--- src/hw/stack_entry_pkg.sv ---
// Constants for the sequencer stack entries seven to nine
package stack_entry_pkg;

	// Register indices; byte address is four times the index
	localparam logic [7:0] IDX_ENTRY_7 = 8'h27;
	localparam logic [7:0] IDX_ENTRY_8 = 8'h28;
	localparam logic [7:0] IDX_ENTRY_9 = 8'h29;
	localparam logic [7:0] IDX_STATUS  = 8'h30;
	localparam int         ADDR_SHIFT  = 2;

	// Word layout of a stack entry
	localparam int ENTRY_W     = 16;
	localparam int DIR_BIT     = 15;
	localparam int SELF_HI     = 14;
	localparam int SELF_LO     = 9;
	localparam int WRAP_BIT    = 8;
	localparam int CHB_HI      = 7;
	localparam int CHB_LO      = 4;
	localparam int CHA_HI      = 3;
	localparam int CHA_LO      = 0;
	localparam int CH_W        = 4;

	// Reset values
	localparam logic [15:0] RST_ENTRY_7 = 16'h4F77;
	localparam logic [15:0] RST_ENTRY_8 = 16'h5000;
	localparam logic [15:0] RST_ENTRY_9 = 16'h5200;

	// Stack pointer
	localparam int         PTR_W       = 4;
	localparam logic [3:0] PTR_FIRST   = 4'h0;
	localparam logic [3:0] PTR_LOCAL_0 = 4'h7;
	localparam int         LOCAL_N     = 3;

	// Status register layout
	localparam int ST_PTR_LO   = 0;
	localparam int ST_CHA_LO   = 4;
	localparam int ST_CHB_LO   = 8;
	localparam int ST_LOCAL    = 12;
	localparam int ST_WRAP     = 13;

	// Bus
	localparam int         DATA_W    = 32;
	localparam int         ADDR_W    = 12;
	localparam logic [31:0] DATA_ZERO = 32'h0000_0000;

endpackage

--- src/hw/stack_entry_bank.sv ---
// Sequencer stack entries seven to nine with APB access and walker
// What this block does
// RQ1 - Bit 15 of each entry holds the access direction, zero read, one write.
// RQ2 - Host puts target register address in bits 14 to 9 to select it.
// RQ3 - Return bit clear: step to the next entry after the conversion ends.
// RQ4 - Return bit set: go back to the first entry after the conversion ends.
// RQ5 - Bits 7 to 4 choose the converter B input while the entry is active.
// RQ6 - Bits 3 to 0 choose the converter A input while the entry is active.
// RQ7 - Entry seven resets to 0x4F77: return set, both selects seven.
// RQ8 - Entry eight resets to 0x5000: own address only, return and selects clear.
// RQ9 - Entry nine resets to 0x5200: own address only, return and selects clear.
// RQ10 - Apply both selects at conversion start, evaluate return bit at its end.
`timescale 1ns/1ns
`default_nettype none

module stack_entry_bank #(
	parameter int ADDR_W = 12
) (
	input  wire logic              pclk,
	input  wire logic              presetn,
	input  wire logic              psel,
	input  wire logic              penable,
	input  wire logic              pwrite,
	input  wire logic [ADDR_W-1:0] paddr,
	input  wire logic [31:0]       pwdata,
	input  wire logic [3:0]        pstrb,
	output logic                   pready,
	output logic [31:0]            prdata,
	output logic                   pslverr,
	input  wire logic              conv_start,
	input  wire logic              conv_done,
	input  wire logic              stack_restart,
	input  wire logic [15:0]       other_entry_word,
	output logic [3:0]             stack_pointer,
	output logic [3:0]             converter_a_input_choice,
	output logic [3:0]             converter_b_input_choice,
	output logic                   selects_applied
);

	// Field extraction, used for the live entry and for status
	function automatic logic wrap_of(input logic [15:0] w);
		wrap_of = w[stack_entry_pkg::WRAP_BIT];
	endfunction

	function automatic logic [3:0] cha_of(input logic [15:0] w);
		cha_of = w[stack_entry_pkg::CHA_HI:stack_entry_pkg::CHA_LO];
	endfunction

	function automatic logic [3:0] chb_of(input logic [15:0] w);
		chb_of = w[stack_entry_pkg::CHB_HI:stack_entry_pkg::CHB_LO];
	endfunction

	function automatic logic [ADDR_W-1:0] byte_addr(input logic [7:0] idx);
		byte_addr = ADDR_W'({4'h0, idx} << stack_entry_pkg::ADDR_SHIFT);
	endfunction

	// Storage
	logic [15:0]       entry_q [stack_entry_pkg::LOCAL_N];
	logic [3:0]        ptr_q;
	logic [3:0]        ptr_d;
	logic [3:0]        cha_q;
	logic [3:0]        chb_q;
	logic              applied_q;
	logic              pready_q;
	logic [31:0]       prdata_q;
	logic              pslverr_q;

	// Address decode
	wire logic         hit_7;
	wire logic         hit_8;
	wire logic         hit_9;
	wire logic         hit_status;
	wire logic         hit_any;
	wire logic         setup_phase;
	wire logic         access_done;
	wire logic         wr_ok;
	wire logic         lane_lo;
	wire logic         lane_hi;

	assign hit_7       = paddr == byte_addr(stack_entry_pkg::IDX_ENTRY_7);
	assign hit_8       = paddr == byte_addr(stack_entry_pkg::IDX_ENTRY_8);
	assign hit_9       = paddr == byte_addr(stack_entry_pkg::IDX_ENTRY_9);
	assign hit_status  = paddr == byte_addr(stack_entry_pkg::IDX_STATUS);
	assign hit_any     = hit_7 | hit_8 | hit_9 | hit_status;
	assign setup_phase = psel & ~penable;
	assign access_done = psel & penable & pready_q;
	// Status is read-only, so a write there is refused like an unmapped one
	assign wr_ok       = access_done & pwrite & ~pslverr_q;
	assign lane_lo     = pstrb[0];
	assign lane_hi     = pstrb[1];

	// Per-entry write enables
	wire logic [2:0]   wr_entry;

	assign wr_entry[0] = wr_ok & hit_7;
	assign wr_entry[1] = wr_ok & hit_8;
	assign wr_entry[2] = wr_ok & hit_9;

	// Byte-lane merge of write data into an entry
	function automatic logic [15:0] merge(
		input logic [15:0] old,
		input logic [31:0] wd,
		input logic        lo,
		input logic        hi
	);
		merge = {hi ? wd[15:8] : old[15:8], lo ? wd[7:0] : old[7:0]};
	endfunction

	// Next value of each entry, merged per byte lane
	// Only lanes 0 and 1 carry entry bits; upper lanes are ignored
	wire logic [15:0]  entry_7_d;
	wire logic [15:0]  entry_8_d;
	wire logic [15:0]  entry_9_d;

	assign entry_7_d = merge(entry_q[0], pwdata, lane_lo, lane_hi); // RQ1
	assign entry_8_d = merge(entry_q[1], pwdata, lane_lo, lane_hi); // RQ1
	assign entry_9_d = merge(entry_q[2], pwdata, lane_lo, lane_hi); // RQ1

	// Entry seven
	always_ff @(posedge pclk or negedge presetn) begin
		if (!presetn) begin
			entry_q[0] <= stack_entry_pkg::RST_ENTRY_7; // RQ7
		end else if (wr_entry[0]) begin
			entry_q[0] <= entry_7_d;
		end
	end

	// Entry eight
	always_ff @(posedge pclk or negedge presetn) begin
		if (!presetn) begin
			entry_q[1] <= stack_entry_pkg::RST_ENTRY_8; // RQ8
		end else if (wr_entry[1]) begin
			entry_q[1] <= entry_8_d;
		end
	end

	// Entry nine
	always_ff @(posedge pclk or negedge presetn) begin
		if (!presetn) begin
			entry_q[2] <= stack_entry_pkg::RST_ENTRY_9; // RQ9
		end else if (wr_entry[2]) begin
			entry_q[2] <= entry_9_d;
		end
	end

	// Live entry selection: local words for pointers seven to nine
	wire logic         ptr_local;
	wire logic [3:0]   ptr_off;
	wire logic [1:0]   local_idx;
	wire logic [15:0]  live_word;
	wire logic [15:0]  local_word;

	assign ptr_off   = ptr_q - stack_entry_pkg::PTR_LOCAL_0;
	assign ptr_local = ptr_q >= stack_entry_pkg::PTR_LOCAL_0 &&
		ptr_off < 4'(stack_entry_pkg::LOCAL_N);
	assign local_idx = ptr_off[1:0];
	assign local_word = entry_q[local_idx];
	// Pointer outside seven to nine takes its word from the far side
	assign live_word = ptr_local ? local_word : other_entry_word;

	// Next pointer after a finished conversion
	wire logic         live_wrap;
	wire logic [3:0]   ptr_step;

	assign live_wrap = wrap_of(live_word);
	assign ptr_step  = ptr_q + 4'h1;

	// Select fields of the live entry and the next select values
	wire logic [3:0]   live_cha;
	wire logic [3:0]   live_chb;
	wire logic [3:0]   cha_d;
	wire logic [3:0]   chb_d;
	wire logic         applied_d;

	assign live_cha  = cha_of(live_word);
	assign live_chb  = chb_of(live_word);
	// Both selects move on the same edge, never one without the other
	assign cha_d     = conv_start ? live_cha : cha_q; // RQ6
	assign chb_d     = conv_start ? live_chb : chb_q; // RQ5
	assign applied_d = conv_start; // RQ10

	always_comb begin
		ptr_d = ptr_q;
		if (stack_restart) begin
			// Restart beats a conversion end in the same cycle
			ptr_d = stack_entry_pkg::PTR_FIRST;
		end else if (conv_done) begin
			if (live_wrap) begin
				ptr_d = stack_entry_pkg::PTR_FIRST; // RQ4
			end else begin
				ptr_d = ptr_step; // RQ3
			end
		end
	end

	always_ff @(posedge pclk or negedge presetn) begin
		if (!presetn) begin
			ptr_q <= stack_entry_pkg::PTR_FIRST;
		end else begin
			ptr_q <= ptr_d; // RQ10
		end
	end

	// Channel selects latch at conversion start and hold through it
	always_ff @(posedge pclk or negedge presetn) begin
		if (!presetn) begin
			cha_q <= 4'h0;
			chb_q <= 4'h0;
		end else if (conv_start) begin
			cha_q <= cha_d;
			chb_q <= chb_d;
		end
	end

	// One-cycle marker that both selects were applied together
	always_ff @(posedge pclk or negedge presetn) begin
		if (!presetn) begin
			applied_q <= 1'b0;
		end else begin
			applied_q <= applied_d;
		end
	end

	// Status word reflects the walker's own state
	wire logic [31:0]  status_word;

	wire logic [31:0]  st_ptr;
	wire logic [31:0]  st_cha;
	wire logic [31:0]  st_chb;
	wire logic [31:0]  st_local;
	wire logic [31:0]  st_wrap;

	assign st_ptr      = 32'(ptr_q) << stack_entry_pkg::ST_PTR_LO;
	assign st_cha      = 32'(cha_q) << stack_entry_pkg::ST_CHA_LO;
	assign st_chb      = 32'(chb_q) << stack_entry_pkg::ST_CHB_LO;
	assign st_local    = 32'(ptr_local) << stack_entry_pkg::ST_LOCAL;
	assign st_wrap     = 32'(live_wrap) << stack_entry_pkg::ST_WRAP;
	assign status_word = st_ptr | st_cha | st_chb | st_local | st_wrap;

	// Read mux, narrow words in the low bits and zeros above
	wire logic [31:0]  read_word;
	wire logic         bad_access;
	wire logic [31:0]  rd_entry_7;
	wire logic [31:0]  rd_entry_8;
	wire logic [31:0]  rd_entry_9;

	assign rd_entry_7 = 32'(entry_q[0]);
	assign rd_entry_8 = 32'(entry_q[1]);
	assign rd_entry_9 = 32'(entry_q[2]);
	assign read_word =
		hit_7      ? rd_entry_7 :
		hit_8      ? rd_entry_8 :
		hit_9      ? rd_entry_9 :
		hit_status ? status_word :
		stack_entry_pkg::DATA_ZERO;
	assign bad_access = ~hit_any | (hit_status & pwrite);

	// Zero-wait APB answer: data and error prepared in the setup cycle.
	// Status sampled at setup may be one cycle old; acceptable for polling.
	wire logic         pready_d;
	wire logic [31:0]  prdata_d;
	wire logic         pslverr_d;

	assign pready_d  = setup_phase;
	assign prdata_d  = (setup_phase && !pwrite) ? read_word : prdata_q;
	// Error set at setup also blocks the store in the access cycle
	assign pslverr_d = setup_phase ? bad_access : (access_done ? 1'b0 : pslverr_q);

	always_ff @(posedge pclk or negedge presetn) begin
		if (!presetn) begin
			pready_q <= 1'b0;
		end else begin
			pready_q <= pready_d;
		end
	end

	always_ff @(posedge pclk or negedge presetn) begin
		if (!presetn) begin
			prdata_q <= stack_entry_pkg::DATA_ZERO;
		end else begin
			prdata_q <= prdata_d;
		end
	end

	always_ff @(posedge pclk or negedge presetn) begin
		if (!presetn) begin
			pslverr_q <= 1'b0;
		end else begin
			pslverr_q <= pslverr_d;
		end
	end

	// Outputs
	assign pready                   = pready_q;
	assign prdata                   = prdata_q;
	assign pslverr                  = pslverr_q;
	assign stack_pointer            = ptr_q;
	assign converter_a_input_choice = cha_q;
	assign converter_b_input_choice = chb_q;
	assign selects_applied          = applied_q;

endmodule

`default_nettype wire

--- config.mk ---
export PLATFORM = sky130hd
export DESIGN_NAME = stack_entry_bank
export DESIGN_NICKNAME = d
export VERILOG_FILES = /design/src/hw/stack_entry_pkg.sv /design/src/hw/stack_entry_bank.sv
export SDC_FILE = /design/constraint.sdc
export NUM_CORES = 1
export LEC_CHECK = 0
export BUFFER_PORTS_ARGS = -buffer_cell sky130_fd_sc_hd__buf_2
export CAP_MARGIN = 15
export CORE_AREA = 5 5 94 96
export CTS_CLUSTER_DIAMETER = 30
export DETAILED_ROUTE_END_ITERATION = 10
export DIE_AREA = 0 0 99 101
export PLACE_DENSITY = 0.84
export SLEW_MARGIN = 20
export SYNTH_ARGS = -nofsm -noshare
export SYNTH_HDL_FRONTEND = slang
export SYNTH_SLANG_ARGS = --single-unit
--- constraint.sdc ---
create_clock -name pclk -period 4.5 [get_ports pclk]
set_input_delay 0.225 -clock pclk [delete_from_list [all_inputs] [get_ports pclk]]
set_output_delay 0.225 -clock pclk [all_outputs]
set_load 0.1 [all_outputs]
==> results of run 1 <==
[metrics by stage]
step	power [uW]	util	area (um2)
4_1_cts	1460	0.595	4740
2_1_floorplan	945	-	4260
5_1_grt	1500	0.596	4750
6_report	1450	0.596	4750
3_3_place_gp	1000	0.575	4580
3_5_place_dp	1010	0.575	4580
[cell type report]
type	instances	area share
multi-input cells	279	0.426
repair buffers	78	0.0833
clock buffers	11	0.0277
well taps	105	0.0277
clock inverters	5	0.00738
flip-flops and latches	79	0.421
inverters	9	0.00712
[kinds of logic (layout without fill, tap and decap cells)]
group | count (synthesis) | in the layout | share of synthesized area
buf+inv | 43 | 103 | 0.0583
other cells | 1 | 16 | 0.000891
mux | 91 | 91 | 0.231
fa+ha+maj | 2 | 2 | 0.00595
flops | 79 | 79 | 0.475
simple gates | 103 | 103 | 0.135
compound gates | 67 | 67 | 0.0934
[power by group through the flow]
stage          sequential (uW)  clock, uW  combinational, uW
2_1_floorplan              830          0                115
3_3_place_gp               746          0                255
3_5_place_dp               747          0                259
4_1_cts                    733        463                259
5_1_grt                    735        494                271
6_report                   733        462                258
[cells in the final DEF, fill, tap and decap left out, types with 2 or more instances in the layout]
cell type,instances
nor2b_1,2
clkbuf_1,2
nand3_2,3
clkinv_2,2
a21oi_1,19
o31ai_1,2
mux2_2,47
o22ai_1,11
nand4_1,4
and3_1,2
nand2_1,30
nand3_1,13
buf_2,76
mux2i_1,41
inv_1,9
dfstp_2,16
clkinv_4,2
nor2_1,23
conb_1,16
nor4_1,3
o21ai_0,25
mux2_1,3
nand2b_1,4
clkbuf_8,9
dfrtp_1,63
nand4_2,2
ha_1,2
and2_1,2
buf_4,2
nor3b_1,2
[synthesized netlist by cell type (all sizes together) (2+ instances only)]
| library cell | n | area [um2] |
|---|---|---|
| o22ai | 11 | 68.8 |
| buf | 24 | 174 |
| o31ai | 3 | 27.5 |
| nor3b | 2 | 15.0 |
| dfrtp | 63 | 1580 |
| nor2b | 2 | 12.5 |
| nand2b | 5 | 31.3 |
| nor2 | 25 | 104 |
| nand2 | 30 | 113 |
| mux2i | 41 | 410 |
| clkbuf | 10 | 37.5 |
| a21oi | 19 | 95.1 |
| nor4b | 2 | 23.8 |
| nor3 | 2 | 15.0 |
| o21ai | 26 | 134 |
| nand4 | 6 | 50.0 |
| nor4 | 4 | 40.0 |
| inv | 9 | 33.8 |
| and2 | 2 | 12.5 |
| mux2 | 50 | 563 |
| dfstp | 16 | 420 |
| nand3 | 16 | 95.1 |
| ha | 2 | 25.0 |
| and3 | 2 | 12.5 |
[sequential cells by signal (all words and copies together) (netlist names)]
signal                    count
converter_b_input_choice      4
selects_applied               1
prdata                       16
converter_a_input_choice      4
entry_q                      48
stack_pointer                 4
pslverr                       1
pready                        1
[worst max-delay path, cell delays in order, from the launching register on]
cell and delay (ps):
dfrtp_1 510, inv_1 270, ha_1 780, and2b_1 430, o2bb2ai_1 230, nor3b_1 240, mux2i_1 130, a21oi_1 210
[per-layer routing]
metal,share of wire,up-vias,routed length [um]
met5,0,-,0
met4,0.019,0,187
met3,0.080,16,800
met2,0.49,129,4890
met1,0.41,1618,4080
li1,-,1486,-
[worst min-delay path by stage]
stage                                         endpoint  cells after the start     from
2_1_floorplan  converter_a_input_choice[0]$_DFFE_PN0P_                      0  presetn
3_3_place_gp                     prdata[7]$_DFFE_PN0P_                      1  presetn
3_5_place_dp                     prdata[6]$_DFFE_PN0P_                      1  presetn
4_1_cts                          prdata[0]$_DFFE_PN0P_                      1  presetn
5_1_grt                               pready$_DFF_PN0_                      2  penable
6_report                         prdata[0]$_DFFE_PN0P_                      1  presetn
==> impl_metrics.py, run 1 <==
metrics = {
    "status": {
        "outcome": "finished, violations left",
        "violations": "negative hold slack",
    },
    "detailed_routing": {
        "drc": 0,
        "first_pass_iters": 5,
        "routedWlPerCell_um": 17.6,
        "vias_per_cell": 5.74,
        "vias": 3249,
        "first_iter_violations": 210,
        "ant_nets": 0,
        "wl_um": 9960,
    },
    "timing": {
        "timing.fmax_ghz": 0.346,
        "setup_viol": 0,
        "fin_hold_ws_ps": -1.50,
        "setup_ws_ps": 1610,
        "fin_skew_ps": 12.9,
        "rsz0062_at_grt": "false",
        "fin_crit_sh": 0.643,
        "worstMarginPinSlew_ps": 986,
        "slew_violations": 0,
        "period_minus_slack_ps": 2890,
        "hold_violations": 1,
        "slew-limit-headroom": 0.340,
        "final.setup.tns_ps": 0,
    },
    "worst_setup_path": {
        "crit_arrival_ps": 3170,
        "critical_path_required_ps": 4770,
        "reg2reg_to": "prdata[13]$_DFFE_PN0P_",
        "worst-r2r-cell-count": 7,
        "crit_fanout": 12,
        "crit_path_end": "prdata[13]$_DFFE_PN0P_",
        "cp-startpoint": "stack_pointer[0]$_DFFE_PN0P_",
        "setup.worst_path.end_class": "flop",
        "r2r_start": "stack_pointer[0]$_DFFE_PN0P_",
        "ff2ff_setup_slack_ps": 1610,
        "critPathLaunchType": "flop",
        "path_class": "reg -> reg",
    },
    "logic_synthesis": {
        "synthCells": 386,
        "synth.distinct_cells": 51,
        "async_flop_share": 1.00,
        "synth-edff-count": 0,
        "synth_top_flop_cell": "dfrtp_1",
        "netlist_area_um2": 4210,
        "ys_seq_area_frac": 0.475,
        "avgSynthCellArea_um2": 10.9,
        "synth-seq-cells": 79,
        "yosysWarnings": 0,
    },
    "global_route": {
        "grt_usage": 0.207,
        "grt_overflow": 0,
        "antenna_found_initial": 0,
        "use_met3": 0.0526,
        "grt_start_max_net_pins": 80,
        "gr-usage-met1": 0.263,
        "grt_busiest_layer": "met2",
        "grt_pass1_vias": 3296,
        "grt_use_met2": 0.333,
        "grt_pass1_wl_um": 16200,
    },
    "clock_tree": {
        "clockRootBuffer": "clkbuf_8",
        "clock_path_buffers": 2,
        "hold_buffers": 0,
        "clock-sinks": 79,
        "cts_resized": 0,
        "clk_pin_slew_ps": 80,
        "cts_tree": "built",
        "htreeDepth": 3,
        "cts_buffers": 9,
        "clock_latency_ps": 360,
        "cts_setup_buffers": 0,
    },
    "layout": {
        "area.growth.synth_to_final_pct": 12.8,
        "nNetsFinal": 530,
        "diodes": 0,
        "multi_input_area_um2": 2020,
        "instances_no_fill": 566,
        "n_fill_cell": 663,
        "drive_above_1_share": 0.369,
        "register_area_um2": 2000,
    },
    "pwr": {
        "p_leak_uw": 0.00227,
        "pwr-share-clk": 0.318,
        "p_comb_frac": 0.178,
        "p_sw_uw": 488,
        "power_density_nw_per_um2": 306,
        "internal-power_uw": 966,
        "seq_power_share": 0.505,
        "switching_share": 0.335,
        "irDropWorstVdd_mv": 0.164,
    },
    "placement": {
        "pre_cts_slack_ps": 1600,
        "dp_cells": 550,
        "io_buffers": 77,
        "gp_congestion": 0.841,
        "post-dp-hpwl_um": 7040,
    },
    "worst_hold_path": {
        "min_path_type": "in -> async",
    },
    "floorplan": {
        "core_um2": 7970,
        "start_util": 0.528,
        "rows": 33,
        "die-area_um2": 10000,
        "die_width_um": 99,
        "die_y_um": 101,
        "ios": 119,
    },
    "job": {
        "max_cap_violations": 0,
    },
}
(Power assumes the default switching activity.)
==> run 2: changes to the inputs <==
--- a/config.mk
+++ b/config.mk
@@ -7,11 +7,11 @@
 export LEC_CHECK = 0
 export BUFFER_PORTS_ARGS = -buffer_cell sky130_fd_sc_hd__buf_2
 export CAP_MARGIN = 15
-export CORE_AREA = 5 5 94 96
+export CORE_AREA = 5 5 96 98
 export CTS_CLUSTER_DIAMETER = 30
 export DETAILED_ROUTE_END_ITERATION = 10
-export DIE_AREA = 0 0 99 101
-export PLACE_DENSITY = 0.84
+export DIE_AREA = 0 0 101 103
+export PLACE_DENSITY = 0.81
 export SLEW_MARGIN = 20
 export SYNTH_ARGS = -nofsm -noshare
 export SYNTH_HDL_FRONTEND = slang
==> constraint.sdc (replaced) <==
create_clock -name pclk -period 3 [get_ports pclk]
set_input_delay 0.15 -clock pclk [delete_from_list [all_inputs] [get_ports pclk]]
set_output_delay 0.15 -clock pclk [all_outputs]
set_load 0.1 [all_outputs]
==> run 2 against run 1 <==
Against the previous run:
- maximum frequency up 14%
- via count up 0.86%
- non-clock buffer count up 11
- the run now ends clean
- combinational power up 55%
- sequential cell count unchanged
- critical path depth down 1
- wire length up 4.6%
- utilization down 1.6 points
- first-iteration DRC count up 16%
- sequential power up 50%
- register-to-register slack worse by 1100 ps
==> impl_metrics.py, run 2 (synthesis gave the netlist of run 1 again) <==
metrics = {
    "clock_tree": {
        "clockRootBuffer": "clkbuf_8",
        "cts_buffers": 9,
        "clk_pin_slew_ps": 80,
        "htreeDepth": 3,
        "cts_tree": "built",
        "clock_path_buffers": 2,
        "cts_resized": 0,
        "clock_latency_ps": 350,
        "clock-sinks": 79,
    },
    "layout": {
        "drive_above_1_share": 0.379,
        "n_fill_cell": 714,
        "instances_no_fill": 580,
        "nNetsFinal": 541,
        "diodes": 0,
        "area.growth.synth_to_final_pct": 15.5,
        "largest_reg_flops": 48,
        "layout_commonest_cell": "buf_2",
        "regMostFlops": "entry_q",
        "final_cell_mix": "76 x buf_2, 63 x dfrtp_1, 47 x mux2_2",
    },
    "global_route": {
        "grt_pass1_wl_um": 16500,
        "grt_pass1_vias": 3354,
        "grt_overflow": 0,
        "antenna_found_initial": 1,
        "grt_start_max_net_pins": 80,
        "grt_usage": 0.204,
    },
    "floorplan": {
        "core_um2": 8380,
        "rows": 34,
        "die_width_um": 101,
        "die_y_um": 103,
        "ios": 119,
        "start_util": 0.502,
        "die-area_um2": 10400,
    },
    "detailed_routing": {
        "met3_length_um": 782,
        "ant_nets": 0,
        "vias_per_cell": 5.65,
        "routedWlPerCell_um": 18.0,
        "vias": 3277,
        "wl_met2_um": 5200,
        "wl_um": 10400,
        "first_pass_iters": 5,
        "highest_layer": "met5",
        "drc": 0,
        "first_iter_violations": 244,
        "wl_met1_um": 4280,
    },
    "placement": {
        "dp_cells": 561,
        "post-dp-hpwl_um": 7450,
        "io_buffers": 77,
        "gp_congestion": 0.853,
    },
    "timing": {
        "hold_violations": 0,
        "final.setup.tns_ps": 0,
        "worstMarginPinSlew_ps": 724,
        "rsz0062_at_grt": "false",
        "timing.fmax_ghz": 0.394,
        "fin_crit_sh": 0.846,
        "setup_viol": 0,
        "period_minus_slack_ps": 2540,
        "slew_violations": 0,
        "fin_skew_ps": 6.68,
        "slew-limit-headroom": 0.517,
    },
    "status": {
        "outcome": "finished, final reports clean",
    },
    "worst_setup_path": {
        "crit_fanout": 11,
        "crit_arrival_ps": 2770,
        "critPathLaunchType": "flop",
        "critical_path_required_ps": 3240,
        "setup.worst_path.end_class": "flop",
        "path_class": "reg -> reg",
    },
    "job": {
        "max_cap_violations": 0,
    },
    "worst_hold_path": {
        "min_path_type": "in -> reg",
    },
    "pwr": {
        "irDropWorstVdd_mv": 0.243,
        "p_leak_uw": 0.00232,
        "power_density_nw_per_um2": 456,
    },
}
==> run 2: cell types whose count changed in the layout (fill, tap and decap cells not counted) <==
cell and delta:
nand2b_1 +1, buf_12 +1, dlygate4sd3_1 +2, buf_4 +8
nand2b_2 -1, clkbuf_8 +1, clkinv_4 -1, clkinvlp_4 +1
clkbuf_1 -1
==> run 2: routing by layer <==
metal  global-route usage  vias up
li1                     -     1516
met3               0.0419       14
met1                0.259     1621
met2                0.350      124
met5                    0        -
met4               0.0695        2
==> run 2: worst max-delay path, stage by stage (launching register included) <==
cell and delay [ps]:
dfrtp_1 530, inv_1 270, ha_1 280, or4b_1 520, o21ai_2 180, mux2_2 370, mux2_2 260
==> run 2: report_power, final <==
part | switching (uW) | internal (uW)
clock network | 390 | 322
logic | 326 | 74.4
registers | 18.4 | 1080
==> run 2: metrics by stage <==
stage	instance area, um2	total power [uW]	util	setup slack (ps)	hold slack [ps]
detailed placement	4640	1520	0.554	494	366
global placement	4640	1510	0.554	579	355
floorplan	4260	1420	-	94.8	-146
finish	4860	2210	0.580	462	49.9
CTS	4840	2220	0.577	471	40.7
global route	4860	2290	0.580	304	42.9
==> run 2: cell type report <==
cell class	instances	area, um2	share of cell area
Tap cell	108	135	0.0278
Clock inverter	5	33.8	0.00696
Timing Repair Buffer	89	495	0.102
Sequential cell	79	2000	0.411
Multi-Input combinational cell	279	2020	0.416
Clock buffer	11	141	0.0291
Inverter	9	33.8	0.00696
==> run 2: timing repair <==
action | 4_1_cts | 5_1_grt
buffers inserted | 0 | 0
hold buffers | 2 | 0
endpoints found under the hold margin | 54 | 0
endpoints found under the setup margin | 0 | 0
==> run 2: path summary, 6_finish.rpt <==
check                                             startpoint                                 endpoint  slack [ps]  cells past startpoint
worst max-delay path            stack_pointer[0]$_DFFE_PN0P_  converter_a_input_choice[1]$_DFFE_PN0P_         460                      6
worst min-delay path                              pwdata[11]                  entry_q[27]$_DFFE_PN0P_          50                      2
worst max register to register  stack_pointer[0]$_DFFE_PN0P_  converter_a_input_choice[1]$_DFFE_PN0P_         460                      6
worst min register to register        prdata[10]$_DFFE_PN0P_                   prdata[10]$_DFFE_PN0P_         480                      2
max in group asynchronous                            presetn                  entry_q[41]$_DFFE_PN1P_        1990                      3
min in group asynchronous                            presetn                    prdata[7]$_DFFE_PN0P_         340                      2
